===== config.mk =====
export PLATFORM = sky130hd
export DESIGN_NAME = lfb_led_ctrl
export DESIGN_NICKNAME = d
export VERILOG_FILES = /design/src/shared/lfb_pkg.sv /design/src/verilog/lfb_blink_gen.sv /design/src/verilog/lfb_led_ctrl.sv
export SDC_FILE = /design/constraint.sdc
export NUM_CORES = 1
export LEC_CHECK = 0
export BUFFER_PORTS_ARGS = -buffer_cell sky130_fd_sc_hd__buf_2
export CAP_MARGIN = 20
export CORE_MARGIN = 2
export CORE_UTILIZATION = 25
export DETAILED_ROUTE_END_ITERATION = 8
export PLACE_DENSITY = 0.47
export SYNTH_ARGS = -nofsm -noshare
export SYNTH_HDL_FRONTEND = slang
export SYNTH_HIERARCHICAL = 1
export SYNTH_SLANG_ARGS = --single-unit

===== constraint.sdc =====
create_clock -name core_clk -period 2.8 [get_ports core_clk]
set_input_delay 0.14 -clock core_clk [delete_from_list [all_inputs] [get_ports core_clk]]
set_output_delay 0.14 -clock core_clk [all_outputs]
set_load 0.01 [all_outputs]

===== src/shared/lfb_pkg.sv =====
// constants, field layouts and carrier types for the indicator function and blink block
// assumes a 100 MHz core clock and a 5-bit management register index
package lfb_pkg;

    // register port
    localparam int ADDR_W = 5;
    localparam int DATA_W = 16;
    localparam logic [4:0] REG_EXT_SEL = 5'h1B;
    localparam logic [4:0] REG_FUNC_SEL = 5'h1C;
    localparam logic [4:0] REG_BLINK = 5'h1D;

    // indicator indices, also the pattern set codes
    localparam int N_LED = 4;
    localparam int IDX_LNK = 0;
    localparam int IDX_GIG = 1;
    localparam int IDX_MID = 2;
    localparam int IDX_LOW = 3;

    // function select register layout
    localparam int FN_W = 4;

    // extended select register layout
    localparam int EXT_LSB = 10;
    localparam logic [3:0] EXT_RST = 4'h0;

    // blink register layout
    localparam int SEL_LSB = 14;
    localparam int SEL_W = 2;
    localparam int RATIO_LSB = 8;
    localparam int RATIO_W = 6;
    localparam int PAT_LSB = 0;
    localparam int PAT_W = 8;
    localparam int IDX_W = 3;
    localparam logic [1:0] SEL_RST = 2'h0;
    localparam logic [5:0] RATIO_RST = 6'h1F;
    localparam logic [7:0] PAT_RST = 8'h55;

    // base tick: default ratio and pattern give a 512 ms blink period
    localparam int CLK_HZ = 100000000;
    localparam int BASE_TICK_MS = 8;
    localparam int BASE_TICK_CYCLES_DEF = BASE_TICK_MS * (CLK_HZ / 1000);
    localparam int TICK_CNT_W = 20;

    // link speed encoding
    localparam logic [1:0] SPD_10 = 2'h0;
    localparam logic [1:0] SPD_100 = 2'h1;
    localparam logic [1:0] SPD_1000 = 2'h2;

    // function codes, standard table
    localparam logic [3:0] FN_GIG = 4'h0;
    localparam logic [3:0] FN_MID = 4'h1;
    localparam logic [3:0] FN_LOW = 4'h2;
    localparam logic [3:0] FN_GIG_MIDBLK = 4'h3;
    localparam logic [3:0] FN_LINK = 4'h4;
    localparam logic [3:0] FN_TX = 4'h5;
    localparam logic [3:0] FN_RX = 4'h6;
    localparam logic [3:0] FN_TXRX = 4'h7;
    localparam logic [3:0] FN_FDX = 4'h8;
    localparam logic [3:0] FN_COLL = 4'h9;
    localparam logic [3:0] FN_LINK_ACT = 4'hA;
    localparam logic [3:0] FN_LINK_RX = 4'hB;
    localparam logic [3:0] FN_FDX_RX = 4'hC;
    localparam logic [3:0] FN_BLINK = 4'hD;
    localparam logic [3:0] FN_ON = 4'hE;
    localparam logic [3:0] FN_OFF = 4'hF;

    // function codes, extended table
    localparam logic [3:0] FNX_LOW_MID = 4'h0;
    localparam logic [3:0] FNX_MID_ACT = 4'h3;

    typedef struct packed {
        logic [1:0] speed;
        logic link_up;
        logic full_duplex;
        logic tx_act;
        logic rx_act;
        logic collision;
    } lfb_status_t;

endpackage


===== src/verilog/lfb_blink_gen.sv =====
// one blink pattern sequencer: divides the base tick and walks the pattern bits
// assumes base_tick is a one-cycle enable from the parent prescaler
`timescale 1ns/1ps
module lfb_blink_gen (
    // clock and reset
    input wire logic core_clk,
    input wire logic nrst,
    // timing
    input wire logic base_tick,
    input wire logic [lfb_pkg::RATIO_W-1:0] ratio,
    // pattern
    input wire logic [lfb_pkg::PAT_W-1:0] pattern,
    output logic blink_bit,
    output logic step
);

    logic [lfb_pkg::RATIO_W-1:0] div_cnt;
    logic [lfb_pkg::IDX_W-1:0] bit_idx;
    logic [lfb_pkg::RATIO_W-1:0] next_div;
    logic last_div;

    // >= so a ratio lowered mid-count cannot strand the counter
    assign last_div = div_cnt >= ratio;
    assign step = base_tick & last_div;
    assign next_div = step ? '0 : lfb_pkg::RATIO_W'(div_cnt + 1'b1);
    assign blink_bit = pattern[bit_idx];

    always_ff @(posedge core_clk or negedge nrst)
    begin
        if (!nrst)
        begin
            div_cnt <= '0;
            bit_idx <= '0;
        end
        else if (base_tick)
        begin
            div_cnt <= next_div;
            if (step)
            begin
                bit_idx <= lfb_pkg::IDX_W'(bit_idx + 1'b1);
            end
        end
    end
endmodule


===== src/verilog/lfb_led_ctrl.sv =====
// indicator function select and blink pattern control, top level
// assumes register strobes and status inputs synchronous to core_clk
`timescale 1ns/1ps
module lfb_led_ctrl #(
    parameter int unsigned BASE_TICK_CYCLES = lfb_pkg::BASE_TICK_CYCLES_DEF
) (
    // clock and reset
    input wire logic core_clk,
    input wire logic nrst,
    // register port
    input wire logic [lfb_pkg::ADDR_W-1:0] reg_addr,
    input wire logic [lfb_pkg::DATA_W-1:0] reg_wdata,
    input wire logic reg_wr,
    input wire logic reg_rd,
    output logic [lfb_pkg::DATA_W-1:0] reg_rdata,
    // configuration strap
    input wire logic [lfb_pkg::FN_W-1:0] indicator_config_strap,
    // link status
    input wire lfb_pkg::lfb_status_t phy_status,
    // indicator outputs, high = lit
    output logic link_activity_indicator,
    output logic gig_speed_indicator,
    output logic mid_speed_indicator,
    output logic low_speed_indicator
);

    localparam int N = lfb_pkg::N_LED;
    localparam int FW = lfb_pkg::FN_W;
    localparam int RW = lfb_pkg::RATIO_W;
    localparam int PW = lfb_pkg::PAT_W;
    localparam int SW = lfb_pkg::SEL_W;
    localparam logic [lfb_pkg::TICK_CNT_W-1:0] TICK_LAST =
        lfb_pkg::TICK_CNT_W'(BASE_TICK_CYCLES - 1);

    // register state
    logic [N*FW-1:0] func_sel;
    logic [N-1:0] ext_sel;
    logic [SW-1:0] pat_sel;
    logic [RW-1:0] ratio_mem [N];
    logic [PW-1:0] pat_mem [N];
    logic strap_pending;

    // block state
    logic [lfb_pkg::TICK_CNT_W-1:0] tick_cnt;
    logic base_tick;
    logic [N-1:0] blink_bits;
    logic [N-1:0] blink_steps;
    logic [N-1:0] led_q;
    logic [N-1:0] next_led;

    // decode
    wire wr_func = reg_wr && (reg_addr == lfb_pkg::REG_FUNC_SEL);
    wire wr_ext = reg_wr && (reg_addr == lfb_pkg::REG_EXT_SEL);
    wire wr_blink = reg_wr && (reg_addr == lfb_pkg::REG_BLINK);
    wire [SW-1:0] wr_set = reg_wdata[lfb_pkg::SEL_LSB +: SW];
    wire [RW-1:0] wr_ratio = reg_wdata[lfb_pkg::RATIO_LSB +: RW];
    wire [PW-1:0] wr_pat = reg_wdata[lfb_pkg::PAT_LSB +: PW];

    // read selection
    wire [lfb_pkg::DATA_W-1:0] rd_func = func_sel;
    wire [lfb_pkg::DATA_W-1:0] rd_ext =
        lfb_pkg::DATA_W'({ext_sel, {lfb_pkg::EXT_LSB{1'b0}}});
    wire [lfb_pkg::DATA_W-1:0] rd_blink =
        {pat_sel, ratio_mem[pat_sel], pat_mem[pat_sel]};
    wire [lfb_pkg::DATA_W-1:0] rd_mux =
        (reg_addr == lfb_pkg::REG_FUNC_SEL) ? rd_func :
        (reg_addr == lfb_pkg::REG_EXT_SEL) ? rd_ext :
        (reg_addr == lfb_pkg::REG_BLINK) ? rd_blink : '0;

    // strap is caught on the first edge after reset release, not by the reset
    always_ff @(posedge core_clk or negedge nrst)
    begin
        if (!nrst)
        begin
            strap_pending <= 1'b1;
            func_sel <= '0;
        end
        else if (strap_pending)
        begin
            strap_pending <= 1'b0;
            func_sel <= {N{indicator_config_strap}};
        end
        else if (wr_func)
        begin
            func_sel <= reg_wdata;
        end
    end

    always_ff @(posedge core_clk or negedge nrst)
    begin
        if (!nrst)
        begin
            ext_sel <= lfb_pkg::EXT_RST;
        end
        else if (wr_ext)
        begin
            ext_sel <= reg_wdata[lfb_pkg::EXT_LSB +: N];
        end
    end

    always_ff @(posedge core_clk or negedge nrst)
    begin
        if (!nrst)
        begin
            pat_sel <= lfb_pkg::SEL_RST;
        end
        else if (wr_blink)
        begin
            pat_sel <= wr_set;
        end
    end

    // one ratio/pattern pair per indicator, written through the selected set
    genvar g;
    generate
        for (g = 0; g < N; g++)
        begin : g_set
            always_ff @(posedge core_clk or negedge nrst)
            begin
                if (!nrst)
                begin
                    ratio_mem[g] <= lfb_pkg::RATIO_RST;
                    pat_mem[g] <= lfb_pkg::PAT_RST;
                end
                else if (wr_blink && (wr_set == SW'(g)))
                begin
                    ratio_mem[g] <= wr_ratio;
                    pat_mem[g] <= wr_pat;
                end
            end

            lfb_blink_gen u_blink (
                .core_clk(core_clk),
                .nrst(nrst),
                .base_tick(base_tick),
                .ratio(ratio_mem[g]),
                .pattern(pat_mem[g]),
                .blink_bit(blink_bits[g]),
                .step(blink_steps[g])
            );

            assign next_led[g] = lfb_decode(func_sel[g*FW +: FW], ext_sel[g],
                phy_status, blink_bits[g]);
        end
    endgenerate

    always_ff @(posedge core_clk or negedge nrst)
    begin
        if (!nrst)
        begin
            reg_rdata <= '0;
        end
        else
        begin
            reg_rdata <= reg_rd ? rd_mux : '0;
        end
    end

    // shared prescaler; each indicator divides it further by its ratio plus one
    assign base_tick = (tick_cnt == TICK_LAST);

    always_ff @(posedge core_clk or negedge nrst)
    begin
        if (!nrst)
        begin
            tick_cnt <= '0;
        end
        else
        begin
            tick_cnt <= base_tick ? '0 : lfb_pkg::TICK_CNT_W'(tick_cnt + 1'b1);
        end
    end

    // speed functions are gated by link so a stale speed code stays dark
    function automatic logic lfb_decode(
        input logic [3:0] code,
        input logic ext,
        input lfb_pkg::lfb_status_t st,
        input logic blk
    );
        logic act;
        logic gig;
        logic mid;
        logic low;
        logic res;
        begin
            act = st.tx_act | st.rx_act;
            gig = st.link_up && (st.speed == lfb_pkg::SPD_1000);
            mid = st.link_up && (st.speed == lfb_pkg::SPD_100);
            low = st.link_up && (st.speed == lfb_pkg::SPD_10);
            res = 1'b0;
            if (ext && (code == lfb_pkg::FNX_LOW_MID))
            begin
                res = low | mid;
            end
            else if (ext && (code == lfb_pkg::FNX_MID_ACT))
            begin
                res = mid && (act ? blk : 1'b1);
            end
            else
            begin
                unique case (code)
                    lfb_pkg::FN_GIG: res = gig;
                    lfb_pkg::FN_MID: res = mid;
                    lfb_pkg::FN_LOW: res = low;
                    lfb_pkg::FN_GIG_MIDBLK: res = gig | (mid & blk);
                    lfb_pkg::FN_LINK: res = st.link_up;
                    lfb_pkg::FN_TX: res = st.tx_act;
                    lfb_pkg::FN_RX: res = st.rx_act;
                    lfb_pkg::FN_TXRX: res = act;
                    lfb_pkg::FN_FDX: res = st.link_up & st.full_duplex;
                    lfb_pkg::FN_COLL: res = st.collision;
                    lfb_pkg::FN_LINK_ACT: res = st.link_up && (act ? blk : 1'b1);
                    lfb_pkg::FN_LINK_RX: res = st.link_up && (st.rx_act ? blk : 1'b1);
                    lfb_pkg::FN_FDX_RX: res = st.full_duplex && (st.rx_act ? blk : 1'b1);
                    lfb_pkg::FN_BLINK: res = blk;
                    lfb_pkg::FN_ON: res = 1'b1;
                    lfb_pkg::FN_OFF: res = 1'b0;
                endcase
            end
            lfb_decode = res;
        end
    endfunction

    always_ff @(posedge core_clk or negedge nrst)
    begin
        if (!nrst)
        begin
            led_q <= '0;
        end
        else
        begin
            led_q <= next_led;
        end
    end

    assign link_activity_indicator = led_q[lfb_pkg::IDX_LNK];
    assign gig_speed_indicator = led_q[lfb_pkg::IDX_GIG];
    assign mid_speed_indicator = led_q[lfb_pkg::IDX_MID];
    assign low_speed_indicator = led_q[lfb_pkg::IDX_LOW];

    wire [3:0] code_lnk = func_sel[lfb_pkg::IDX_LNK*FW +: FW];
    wire [3:0] code_gig = func_sel[lfb_pkg::IDX_GIG*FW +: FW];
    wire [3:0] code_low = func_sel[lfb_pkg::IDX_LOW*FW +: FW];
    wire std_lnk = !ext_sel[lfb_pkg::IDX_LNK];
endmodule

==> results of run 1 <==
flip-flops by register name, indices dropped and copies added, names as in the netlist, 12 cells and up:
register and count:
func_sel 16, g_set.u_blink/bit_idx 12, g_set.u_blink/div_cnt 24, pat_mem 32
ratio_mem 24, reg_rdata 16, tick_cnt 20
timing repair:
action	4_1_cts	5_1_grt
hold buffers	2	0
endpoints found under the setup margin	0	0
hold endpoints to repair	39	0
gates resized for setup	0	0
stage by stage:
stage | hold slack [ns] | cells | instance area (um^2) | utilization [%]
2_1_floorplan | -0.1556 | 790 | 8865 | -
5_1_grt | 0.03011 | 1311 | 10320 | 29.73
3_5_place_dp | 0.1060 | 1277 | 9672 | 27.86
6_report | 0.02784 | 1311 | 10320 | 29.73
4_1_cts | 0.01679 | 1311 | 10320 | 29.73
3_3_place_gp | 0.1035 | 1277 | 9672 | 27.86
area by class of cell:
cell class                 count  area [um^2]
timing repair buffer          69        416.7
clock buffer                  19        442.9
inverter                      35        131.4
fill                        3605        24390
multi-input combinational    565         4649
clock inverter                13        186.4
sequential                   155         3925
tap                          455        569.3
power groups by stage:
stage	sequential [mW]	clock, mW	combinational [mW]
6_report	2.60	2.50	0.680
5_1_grt	2.62	2.67	0.757
4_1_cts	2.60	2.57	0.688
3_5_place_dp	2.64	0	0.683
3_3_place_gp	2.63	0	0.679
2_1_floorplan	2.51	0	0.505
cell usage after synthesis (all sizes together) (4+ instances only):
cell	instances
o2111ai	6
or2	9
nor3	5
a22oi	12
a31oi	5
buf	20
a21oi	25
clkbuf	15
a222oi	5
nand2b	14
dfstp	37
o21ai	34
nand3b	4
nand3	20
and3	8
mux4	22
nor4	4
xnor2	13
a32oi	5
nor2	53
o22ai	6
o2bb2ai	8
nor2b	32
mux2	71
dfrtp	118
o21a	4
o31ai	6
a211o	4
nand4	14
o211ai	13
mux2i	22
nand2	55
xor2	17
ha	33
inv	35
routing by layer:
metal / global-route usage (%) / routed length (um) / vias up
met1: 18.42 / 11150 / 3192
met2: 20.16 / 10410 / 107
met3: 2.473 / 1020 / 18
met5: 0 / 22 / -
li1: - / - / 3017
met4: 3.905 / 291 / 4
worst min path at each step:
stage	start	end	slack [ns]	depth (start not counted)
after floorplan	nrst	ext_sel[0]$_DFFE_PN0P_	-0.16	0
after global placement	nrst	tick_cnt[18]$_DFF_PN0_	0.10	1
after detailed placement	nrst	tick_cnt[18]$_DFF_PN0_	0.11	1
after CTS	reg_wdata[5]	pat_mem[5]$_DFFE_PN0P_	0.02	2
after global routing	reg_wdata[4]	pat_mem[12]$_DFFE_PN1P_	0.03	2
final	reg_wdata[5]	pat_mem[5]$_DFFE_PN0P_	0.03	2
cells by family (layout without fill, tap and decap cells):
logic type / count (synthesis) / in the layout / share of synthesized area (%)
and+or+nand+nor: 236 / 236 / 14.96
muxes: 115 / 115 / 17.26
adders and majority gates: 33 / 33 / 4.658
xor gates and xnor gates: 30 / 30 / 2.964
buffers and inverters: 70 / 136 / 3.402
other: 1 / 1 / 0.04231
DFF: 155 / 155 / 44.28
AOI/OAI and AO/OA: 150 / 150 / 12.42
==> summary.txt, run 1 <==
Status
  – Outcome: finished, final reports clean

Timing
  – Hold Fails Final Rpt: 0
  – Slew HR: 45.94%
  – Setup violations, final: 0
  – Worst Tran Pin Value: about 0.81 ns
  – Final TNS setup: 0 ns
  – Final period util: 90.49%
  – Period minus WS final: approximately 2.5 ns
  – RSZ-0062 raised after global routing: false
  – Final Slew Violations: 0
  – Setup WS post-layout: roughly 0.27 ns
  – Peak Freq: 0.3947 GHz
  – Final Skew: 0.01004 ns

Die
  – Boundary pin count: between 50 and 60
  – Starting Density: 25.53%
  – Die height: around 190 um
  – Die X: around 190 um
  – Core box area: 34710 um^2
  – # rows: 68
  – Die Area: 36980 um^2

Power
  – Pwr Density: 559.1 nW/um^2
  – VDD IR max: 0.0004436 V
  – Power Total: 5.771 mW
  – Sw Share: 26.57%
  – Internal power: approximately 4.2 mW
  – Clock group share of total power: 43.2%
  – Net Sw Power: about 1.5 mW
  – Static leakage: 4.470 nW
  – Seq pwr share: between 40% and 50%
  – Combinational power share: around an eighth

Final layout
  – Area Growth Syn to Fin: 16.44%
  – Share of cells above drive strength 1: 24.18%
  – Final Net Count: 912
  – Commonest non-fill, non-tap cells in the layout: 118 x dfrtp_1, 59 x mux2_1, 55 x nand2_1
  – Inserted Diodes: 0
  – Most common cell after layout, fill and taps aside: dfrtp_1

Clock network
  – CTS Root Buffer Type: clkbuf_16
  – Clock tree from TritonCTS: built
  – Num CTS Buffers: 17
  – # H-tree levels: 4
  – Clock Tree Buf Depth: 2
  – Later-pin clock latency in the skew report: 0.43 ns
  – Clock-pin slew on the worst setup and hold paths: 0.06 ns
  – Setup Buffers After CTS: 0
  – Clk sink count: 155

Setup path
  – CP max stage cell: mux4_2
  – WP data arrival: 2.84 ns
  – Crit-path max FO: 4
  – Crit path required time: roughly 3.1 ns
  – Crit path launch type: flop
  – CP Class: reg2reg
  – WP depth: 7
  – CP Buf/Inv Count: 0
  – Crit-path cells: mux4_2, mux2_2, nand2b_1, a32o_1, a222oi_1, nor3_1, a211o_1
  – Crit end category: flop
  – Crit path launch: g_set[2].u_blink/bit_idx[0]$_DFFE_PN0P_
  – CP top delay family: compound AO/OA/AOI/OAI gates
  – R2r setup slk: 0.27 ns
  – Highest cell delay on the worst timing path: 0.52 ns
  – End of the critical path: led_q[2]$_DFF_PN0_
  – Worst r2r src: g_set[2].u_blink/bit_idx[0]$_DFFE_PN0P_
  – Reg2Reg Capture Point: led_q[2]$_DFF_PN0_
  – R2R cell count: 7

Placed design
  – Port bufs: 55
  – Pre-CTS WS: 0.2851 ns
  – RePlAce Congestion: 0.8192
  – HPWL Detailed: between 15000 and 20000 um

Synthesis
  – Yosys warns: 6
  – Syn nets: 859
  – Sequential share of the synthesized area: 44.28%
  – Asr flop ratio synth: 100.0%
  – Register bit total from synthesis: 155
  – Post-synth cell types: 73
  – Area leader, netlist: dfrtp_1
  – Most used DFF post-synth: dfrtp_1
  – Gate Count Post-Synth: just under 800
  – Yosys top cell area share: 33.31%
  – Top cells by area, synth: dfrtp_1 33%, dfstp_2 11%, mux2_1 7.5%, mux4_2 5.6%, ha_1 4.7%
  – Number of enable flip-flop cells after synthesis: 0
  – Mapped Area: 8864 um^2
  – Avg Inst Size Synth: 11.22 um^2

GRT
  – Vias in the first global route: 6293
  – Overflow after GRT: 0
  – GRT Resource Usage Total: 13.03%
  – Largest net degree at the start of global routing: 69
  – Global-route wire length before repair: 36940 um
  – Initial antenna violation count: 2

Drt
  – Vias: 6338
  – ANT nets after route: 0
  – DR iter-0 viols: 359
  – Drt total wl: 22890 um
  – Post-route DRC: 0
  – Vias per inst: 4.834
  – Routed len/inst: between 15 and 20 um
  – Router iterations before antenna repair: 8

Run
  – Max-cap violations: 0

Worst hold path
  – Min-delay worst type: in2reg
Note: power is estimated with default switching activity, not from simulation.
==> inputs of run 2 (changes only) <==
--- a/config.mk
+++ b/config.mk
@@ -8,9 +8,9 @@
 export BUFFER_PORTS_ARGS = -buffer_cell sky130_fd_sc_hd__buf_2
 export CAP_MARGIN = 20
 export CORE_MARGIN = 2
-export CORE_UTILIZATION = 25
+export CORE_UTILIZATION = 34
 export DETAILED_ROUTE_END_ITERATION = 8
-export PLACE_DENSITY = 0.47
+export PLACE_DENSITY = 0.58
 export SYNTH_ARGS = -nofsm -noshare
 export SYNTH_HDL_FRONTEND = slang
 export SYNTH_HIERARCHICAL = 1
==> summary.txt, run 2 (synthesis results as in run 1) <==
Timing
  – Final Slew Violations: 0 (unchanged)
  – Slew HR: 45.49% (was 45.94%)
  – Worst Tran Pin Value: 0.8177 ns (was 0.8109 ns)
  – Setup violations, final: 0 (unchanged)
  – Final period util: 91.60% (was 90.49%)
  – Peak Freq: 0.3899 GHz (was 0.3947 GHz)
  – RSZ-0062 raised after global routing: false (unchanged)
  – Period minus WS final: 2.565 ns (was 2.534 ns)
  – Final Skew: 0.01506 ns (was 0.01004 ns)
  – Hold Fails Final Rpt: 0 (unchanged)
  – Final TNS setup: 0 ns (unchanged)

Final layout
  – Layout fillers: 2547 (was 3605)
  – Non-Filler Instances: 1192 (was 1311)
  – Post-route cell area: 10170 um^2 (was 10320 um^2)
  – Biggest registers after layout: pat_mem (32), g_set.u_blink/div_cnt (24), ratio_mem (24) (unchanged)
  – Most flops, register: pat_mem (unchanged)
  – Most common cell after layout, fill and taps aside: dfrtp_1 (unchanged)
  – Area Growth Syn to Fin: 14.71% (was 16.44%)
  – Inserted Diodes: 0 (unchanged)
  – Share of cells above drive strength 1: 24.27% (was 24.18%)
  – Multi-input gate area: 4649 um^2 (unchanged)
  – Post-Route Utilization: 39.35% (was 29.73%)
  – Commonest non-fill, non-tap cells in the layout: 118 x dfrtp_1, 59 x mux2_1, 55 x nand2_1 (unchanged)
  – Max FFs per register: 32 (unchanged)
  – Final Net Count: 913 (was 912)
  – Reg area: 3925 um^2 (unchanged)

Setup path
  – Highest cell delay on the worst timing path: 0.52 ns (about the same)
  – Crit path required time: 3.11 ns (about the same)
  – Crit path launch type: flop (unchanged)
  – WP depth: 7 (unchanged)
  – Crit end category: flop (unchanged)
  – CP top delay family: compound AO/OA/AOI/OAI gates (unchanged)
  – R2R cell count: 7 (unchanged)
  – Crit-path cells: mux4_2, mux2_2, nand2b_1, a32o_1, a222oi_1, nor3_1, a211o_1 (unchanged)
  – WP data arrival: 2.88 ns (was 2.84 ns)
  – CP max stage cell: mux4_2 (unchanged)
  – Crit-path max FO: 4 (unchanged)
  – CP Buf/Inv Count: 0 (unchanged)
  – CP Class: reg2reg (unchanged)

Clock network
  – Cts-stage hold buffer count: 1 (was 2)
  – Clock tree from TritonCTS: built (unchanged)
  – Num CTS Buffers: 17 (unchanged)
  – Post-cts resize count: 0 (unchanged)
  – Clock-pin slew on the worst setup and hold paths: 0.07 ns (was 0.06 ns)
  – CTS Root Buffer Type: clkbuf_16 (unchanged)
  – Clk sink count: 155 (unchanged)
  – Later-pin clock latency in the skew report: 0.43 ns (about the same)
  – Clock Tree Buf Depth: 2 (unchanged)
  – Setup Buffers After CTS: 0 (unchanged)
  – # H-tree levels: 4 (unchanged)

Placed design
  – RePlAce Congestion: 0.8452 (was 0.8192)
  – Placed Area: 9549 um^2 (was 9672 um^2)
  – HPWL Detailed: 16010 um (was 17270 um)
  – DP Cell Count: 1159 (was 1277)
  – Port bufs: 55 (unchanged)

Drt
  – Post-route DRC: 0 (unchanged)
  – DR iter-0 viols: 432 (was 359)
  – Routed len/inst: 18.15 um (was 17.46 um)
  – Vias per inst: 5.323 (was 4.834)
  – Vias: 6345 (was 6338)
  – Router iterations before antenna repair: 5 (was 8)
  – ANT nets after route: 0 (unchanged)
  – Drt total wl: 21640 um (was 22890 um)

Power
  – Clock group share of total power: 42.3% (was 43.2%)
  – Pwr Density: 558.0 nW/um^2 (was 559.1 nW/um^2)
  – Power Total: 5.673 mW (was 5.771 mW)
  – Combinational power share: 11.9% (was 11.8%)
  – Seq pwr share: 45.8% (was 45.0%)
  – Static leakage: 4.461 nW (was 4.470 nW)
  – Net Sw Power: 1.518 mW (was 1.533 mW)
  – Sw Share: 26.76% (was 26.57%)
  – VDD IR max: 0.0002916 V (was 0.0004436 V)
  – Internal power: 4.155 mW (was 4.237 mW)

Die
  – Boundary pin count: 56 (unchanged)
  – Die X: 165.5 um (was 192.3 um)
  – Die Area: 27380 um^2 (was 36980 um^2)
  – # rows: 59 (was 68)
  – Core box area: 25840 um^2 (was 34710 um^2)
  – Die height: 165.5 um (was 192.3 um)
  – Starting Density: 34.31% (was 25.53%)

GRT
  – Largest net degree at the start of global routing: 79 (was 69)
  – Global-route wire length before repair: 35340 um (was 36940 um)
  – Initial antenna violation count: 0 (was 2)
  – Overflow after GRT: 0 (unchanged)
  – Vias in the first global route: 6463 (was 6293)
  – GRT Resource Usage Total: 16.86% (was 13.03%)

Worst hold path
  – Min-delay worst type: in2reg (unchanged)
  – Worst hold path depth: 2 (unchanged)

Status
  – Outcome: finished, final reports clean (unchanged)

Run
  – Max-cap violations: 0 (unchanged)
-- run 2: cell count changes in the layout (fill, tap and decap cells not counted) --
cell,delta
clkinv_2,-2
clkinvlp_4,+2
buf_12,+1
buf_4,+1
bufinv_16,-1
clkbuf_1,+1
clkinv_4,+1
dlygate4sd3_1,-1
inv_6,-1
-- run 2: power groups by stage --
stage / registers (mW) / clock network (mW) / logic, mW
floorplan: 2.51 / 0 / 0.505
global placement: 2.63 / 0 / 0.671
detailed placement: 2.64 / 0 / 0.676
CTS: 2.60 / 2.45 / 0.681
global route: 2.62 / 2.55 / 0.754
finish: 2.60 / 2.40 / 0.675
-- run 2: stage by stage --
| stage | hold slack, ns | worst slack [ns] |
|---|---|---|
| finish | 0.01929 | 0.2352 |
| detailed placement | 0.2526 | 0.2542 |
| global route | 0.02745 | 0.1091 |
| floorplan | -0.1556 | 0.2977 |
| global placement | 0.2583 | 0.2762 |
| CTS | 0.01110 | 0.2523 |
-- run 2: final timing paths --
| check | from | slack [ns] | end |
|---|---|---|---|
| max in group asynchronous | nrst | 1.69 | pat_mem[2]$_DFFE_PN1P_ |
| min | reg_wdata[0] | 0.02 | pat_mem[24]$_DFFE_PN1P_ |
| min in group asynchronous | nrst | 0.36 | reg_rdata[10]$_DFF_PN0_ |
| max | g_set[2].u_blink/bit_idx[0]$_DFFE_PN0P_ | 0.24 | led_q[2]$_DFF_PN0_ |
| max reg2reg | g_set[2].u_blink/bit_idx[0]$_DFFE_PN0P_ | 0.24 | led_q[2]$_DFF_PN0_ |
| min reg2reg | tick_cnt[19]$_DFF_PN0_ | 0.48 | tick_cnt[19]$_DFF_PN0_ |
-- run 2: final cells by class --
cell class	instances	area share, %
clock buffer	20	4.393
clock inverter	12	1.587
inverter	35	1.292
multi-input combinational	565	45.73
sequential	155	38.60
tap	335	4.123
timing repair buffer	70	4.270
-- run 2: per-layer routing --
layer  routed length (um)  share of wire [%]  GRT usage (%)
met5                    0                  0              0
met2                10070                 47          27.39
met4                  414                1.9          6.348
met3                  874                4.0          2.897
met1                10280                 48          22.54
==> inputs of run 3 (changes only) <==
--- a/config.mk
+++ b/config.mk
@@ -7,6 +7,7 @@
 export LEC_CHECK = 0
 export BUFFER_PORTS_ARGS = -buffer_cell sky130_fd_sc_hd__buf_2
 export CAP_MARGIN = 20
+export CORE_ASPECT_RATIO = 1.25
 export CORE_MARGIN = 2
 export CORE_UTILIZATION = 34
 export DETAILED_ROUTE_END_ITERATION = 8
==> summary.txt, run 3 (synthesis results as in run 1) <==
Status
  – Outcome: finished, final reports clean (unchanged)

GRT
  – Global-route wire length before repair: 35490 um (was 35340 um)
  – Overflow after GRT: 0 (unchanged)
  – Initial antenna violation count: 1 (was 0)
  – Grt met1 use: 20.55% (was 22.54%)
  – Met2 GRT Util: 29.30% (was 27.39%)
  – GRT Resource Usage Total: 16.56% (was 16.86%)
  – Vias in the first global route: 6502 (was 6463)
  – Grt peak-use layer: met2 (unchanged)
  – Largest net degree at the start of global routing: 66 (was 79)
  – Met3 usage: 2.723% (was 2.897%)

Setup path
  – Crit path launch type: flop (unchanged)
  – Crit end category: flop (unchanged)
  – CP Class: reg2reg (unchanged)
  – Crit path required time: 3.11 ns (about the same)
  – Crit-path max FO: 4 (unchanged)
  – WP data arrival: 2.86 ns (was 2.88 ns)

Clock network
  – Clock tree from TritonCTS: built (unchanged)
  – Clk sink count: 155 (unchanged)
  – Num CTS Buffers: 17 (unchanged)
  – Clock-pin slew on the worst setup and hold paths: 0.06 ns (was 0.07 ns)
  – Clock Tree Buf Depth: 2 (unchanged)
  – # H-tree levels: 4 (unchanged)
  – Later-pin clock latency in the skew report: 0.42 ns (was 0.43 ns)
  – Post-cts resize count: 0 (unchanged)
  – CTS Root Buffer Type: clkbuf_16 (unchanged)

Placed design
  – Port bufs: 55 (unchanged)
  – RePlAce Congestion: 0.8764 (was 0.8452)
  – Placed Area: 9520 um^2 (was 9549 um^2)
  – HPWL Detailed: 16160 um (was 16010 um)
  – DP Cell Count: 1161 (was 1159)

Drt
  – Drt total wl: 21610 um (was 21640 um)
  – ANT nets after route: 0 (unchanged)
  – Vias per inst: 5.318 (was 5.323)
  – Router iterations before antenna repair: 7 (was 5)
  – Vias: 6350 (was 6345)
  – Routed len/inst: 18.10 um (was 18.15 um)
  – DR iter-0 viols: 329 (was 432)
  – Post-route DRC: 0 (unchanged)

Power
  – Static leakage: 4.474 nW (was 4.461 nW)
  – Pwr Density: 577.8 nW/um^2 (was 558.0 nW/um^2)
  – VDD IR max: 0.0003610 V (was 0.0002916 V)

Worst hold path
  – Min-delay worst type: in2reg (unchanged)

Timing
  – Final Slew Violations: 0 (unchanged)
  – Worst Tran Pin Value: 0.7400 ns (was 0.8177 ns)
  – Setup violations, final: 0 (unchanged)
  – RSZ-0062 raised after global routing: false (unchanged)
  – Hold Fails Final Rpt: 0 (unchanged)
  – Final period util: 91.28% (was 91.60%)
  – Slew HR: 50.66% (was 45.49%)
  – Final Skew: 0.007821 ns (was 0.01506 ns)
  – Peak Freq: 0.3913 GHz (was 0.3899 GHz)
  – Final TNS setup: 0 ns (unchanged)
  – Period minus WS final: 2.556 ns (was 2.565 ns)

Final layout
  – Share of cells above drive strength 1: 23.89% (was 24.27%)
  – Area Growth Syn to Fin: 15.03% (was 14.71%)
  – Post-Route Utilization: 39.45% (was 39.35%)
  – Final Net Count: 910 (was 913)
  – Non-Filler Instances: 1194 (was 1192)
  – Commonest non-fill, non-tap cells in the layout: 118 x dfrtp_1, 59 x mux2_1, 55 x nand2_1 (unchanged)
  – Most flops, register: pat_mem (unchanged)
  – Max FFs per register: 32 (unchanged)
  – Post-route cell area: 10200 um^2 (was 10170 um^2)
  – Inserted Diodes: 0 (unchanged)
  – Biggest registers after layout: pat_mem (32), g_set.u_blink/div_cnt (24), ratio_mem (24) (unchanged)
  – Most common cell after layout, fill and taps aside: dfrtp_1 (unchanged)

Run
  – Max-cap violations: 0 (unchanged)

Die
  – Die Area: 27380 um^2 (about the same)
  – Boundary pin count: 56 (unchanged)
  – Die X: 148.4 um (was 165.5 um)
  – Core box area: 25850 um^2 (was 25840 um^2)
  – Die height: 184.5 um (was 165.5 um)
  – # rows: 66 (was 59)
  – Starting Density: 34.29% (was 34.31%)
[run 3: where the power goes]
part	switching [mW]	internal (mW)	total [mW]	leakage (nW)
clock	0.932	1.69	2.63	0.322
sequential	0.195	2.40	2.59	1.97
combinational	0.357	0.315	0.672	2.18
[run 3: worst paths after layout]
| path | startpoint | end | slack, ns | cells after the start |
|---|---|---|---|---|
| worst min-delay path | reg_wdata[0] | pat_mem[8]$_DFFE_PN1P_ | 0.04 | 2 |
| worst max-delay path | g_set[2].u_blink/bit_idx[0]$_DFFE_PN0P_ | led_q[2]$_DFF_PN0_ | 0.24 | 7 |
| worst min register to register | tick_cnt[0]$_DFF_PN0_ | tick_cnt[0]$_DFF_PN0_ | 0.48 | 1 |
| max in group asynchronous | nrst | ratio_mem[18]$_DFFE_PN1P_ | 1.68 | 3 |
| min in group asynchronous | nrst | pat_mem[1]$_DFFE_PN0P_ | 0.28 | 2 |
| worst max register to register | g_set[2].u_blink/bit_idx[0]$_DFFE_PN0P_ | led_q[2]$_DFF_PN0_ | 0.24 | 7 |
[run 3: critical path, cell delays in order, from the launching register on]
cell and delay [ns]:
dfrtp_1 0.47, mux4_2 0.53, mux2_2 0.31, nand2b_1 0.16, a32o_1 0.27, a222oi_1 0.34
nor3_1 0.09, a211o_1 0.27
[run 3: layout make-up]
cell class              instances  area, um^2
inverters                      35       131.4
repair buffers                 67       399.1
clock buffers                  20       446.7
well taps                     340       425.4
fillers                      2524       15650
clock inverters                12       219.0
flip-flops and latches        155        3925
multi-input cells             565        4649
[run 3: per-stage QoR]
step                      power, mW  hold WS (ns)  worst slack, ns
after global routing          6.141       0.02659           0.1395
after detailed placement      3.306        0.1845           0.2366
after floorplan               3.015       -0.1556           0.2977
after CTS                     5.953       0.02073           0.2417
final                         5.891       0.03565           0.2442
after global placement        3.296        0.1816           0.2809
[run 3: timing repair]
action	CTS	global route
buffers inserted	0	0
setup endpoints to repair	0	0
hold endpoints to repair	45	0
hold buffers	1	0
[run 3: per-layer routing]
| metal | vias up | part of all wire, % |
|---|---|---|
| met2 | 126 | 51 |
| li1 | 3016 | - |
| met4 | 2 | 2.1 |
| met3 | 29 | 3.7 |
| met5 | - | 0.032 |
| met1 | 3177 | 43 |
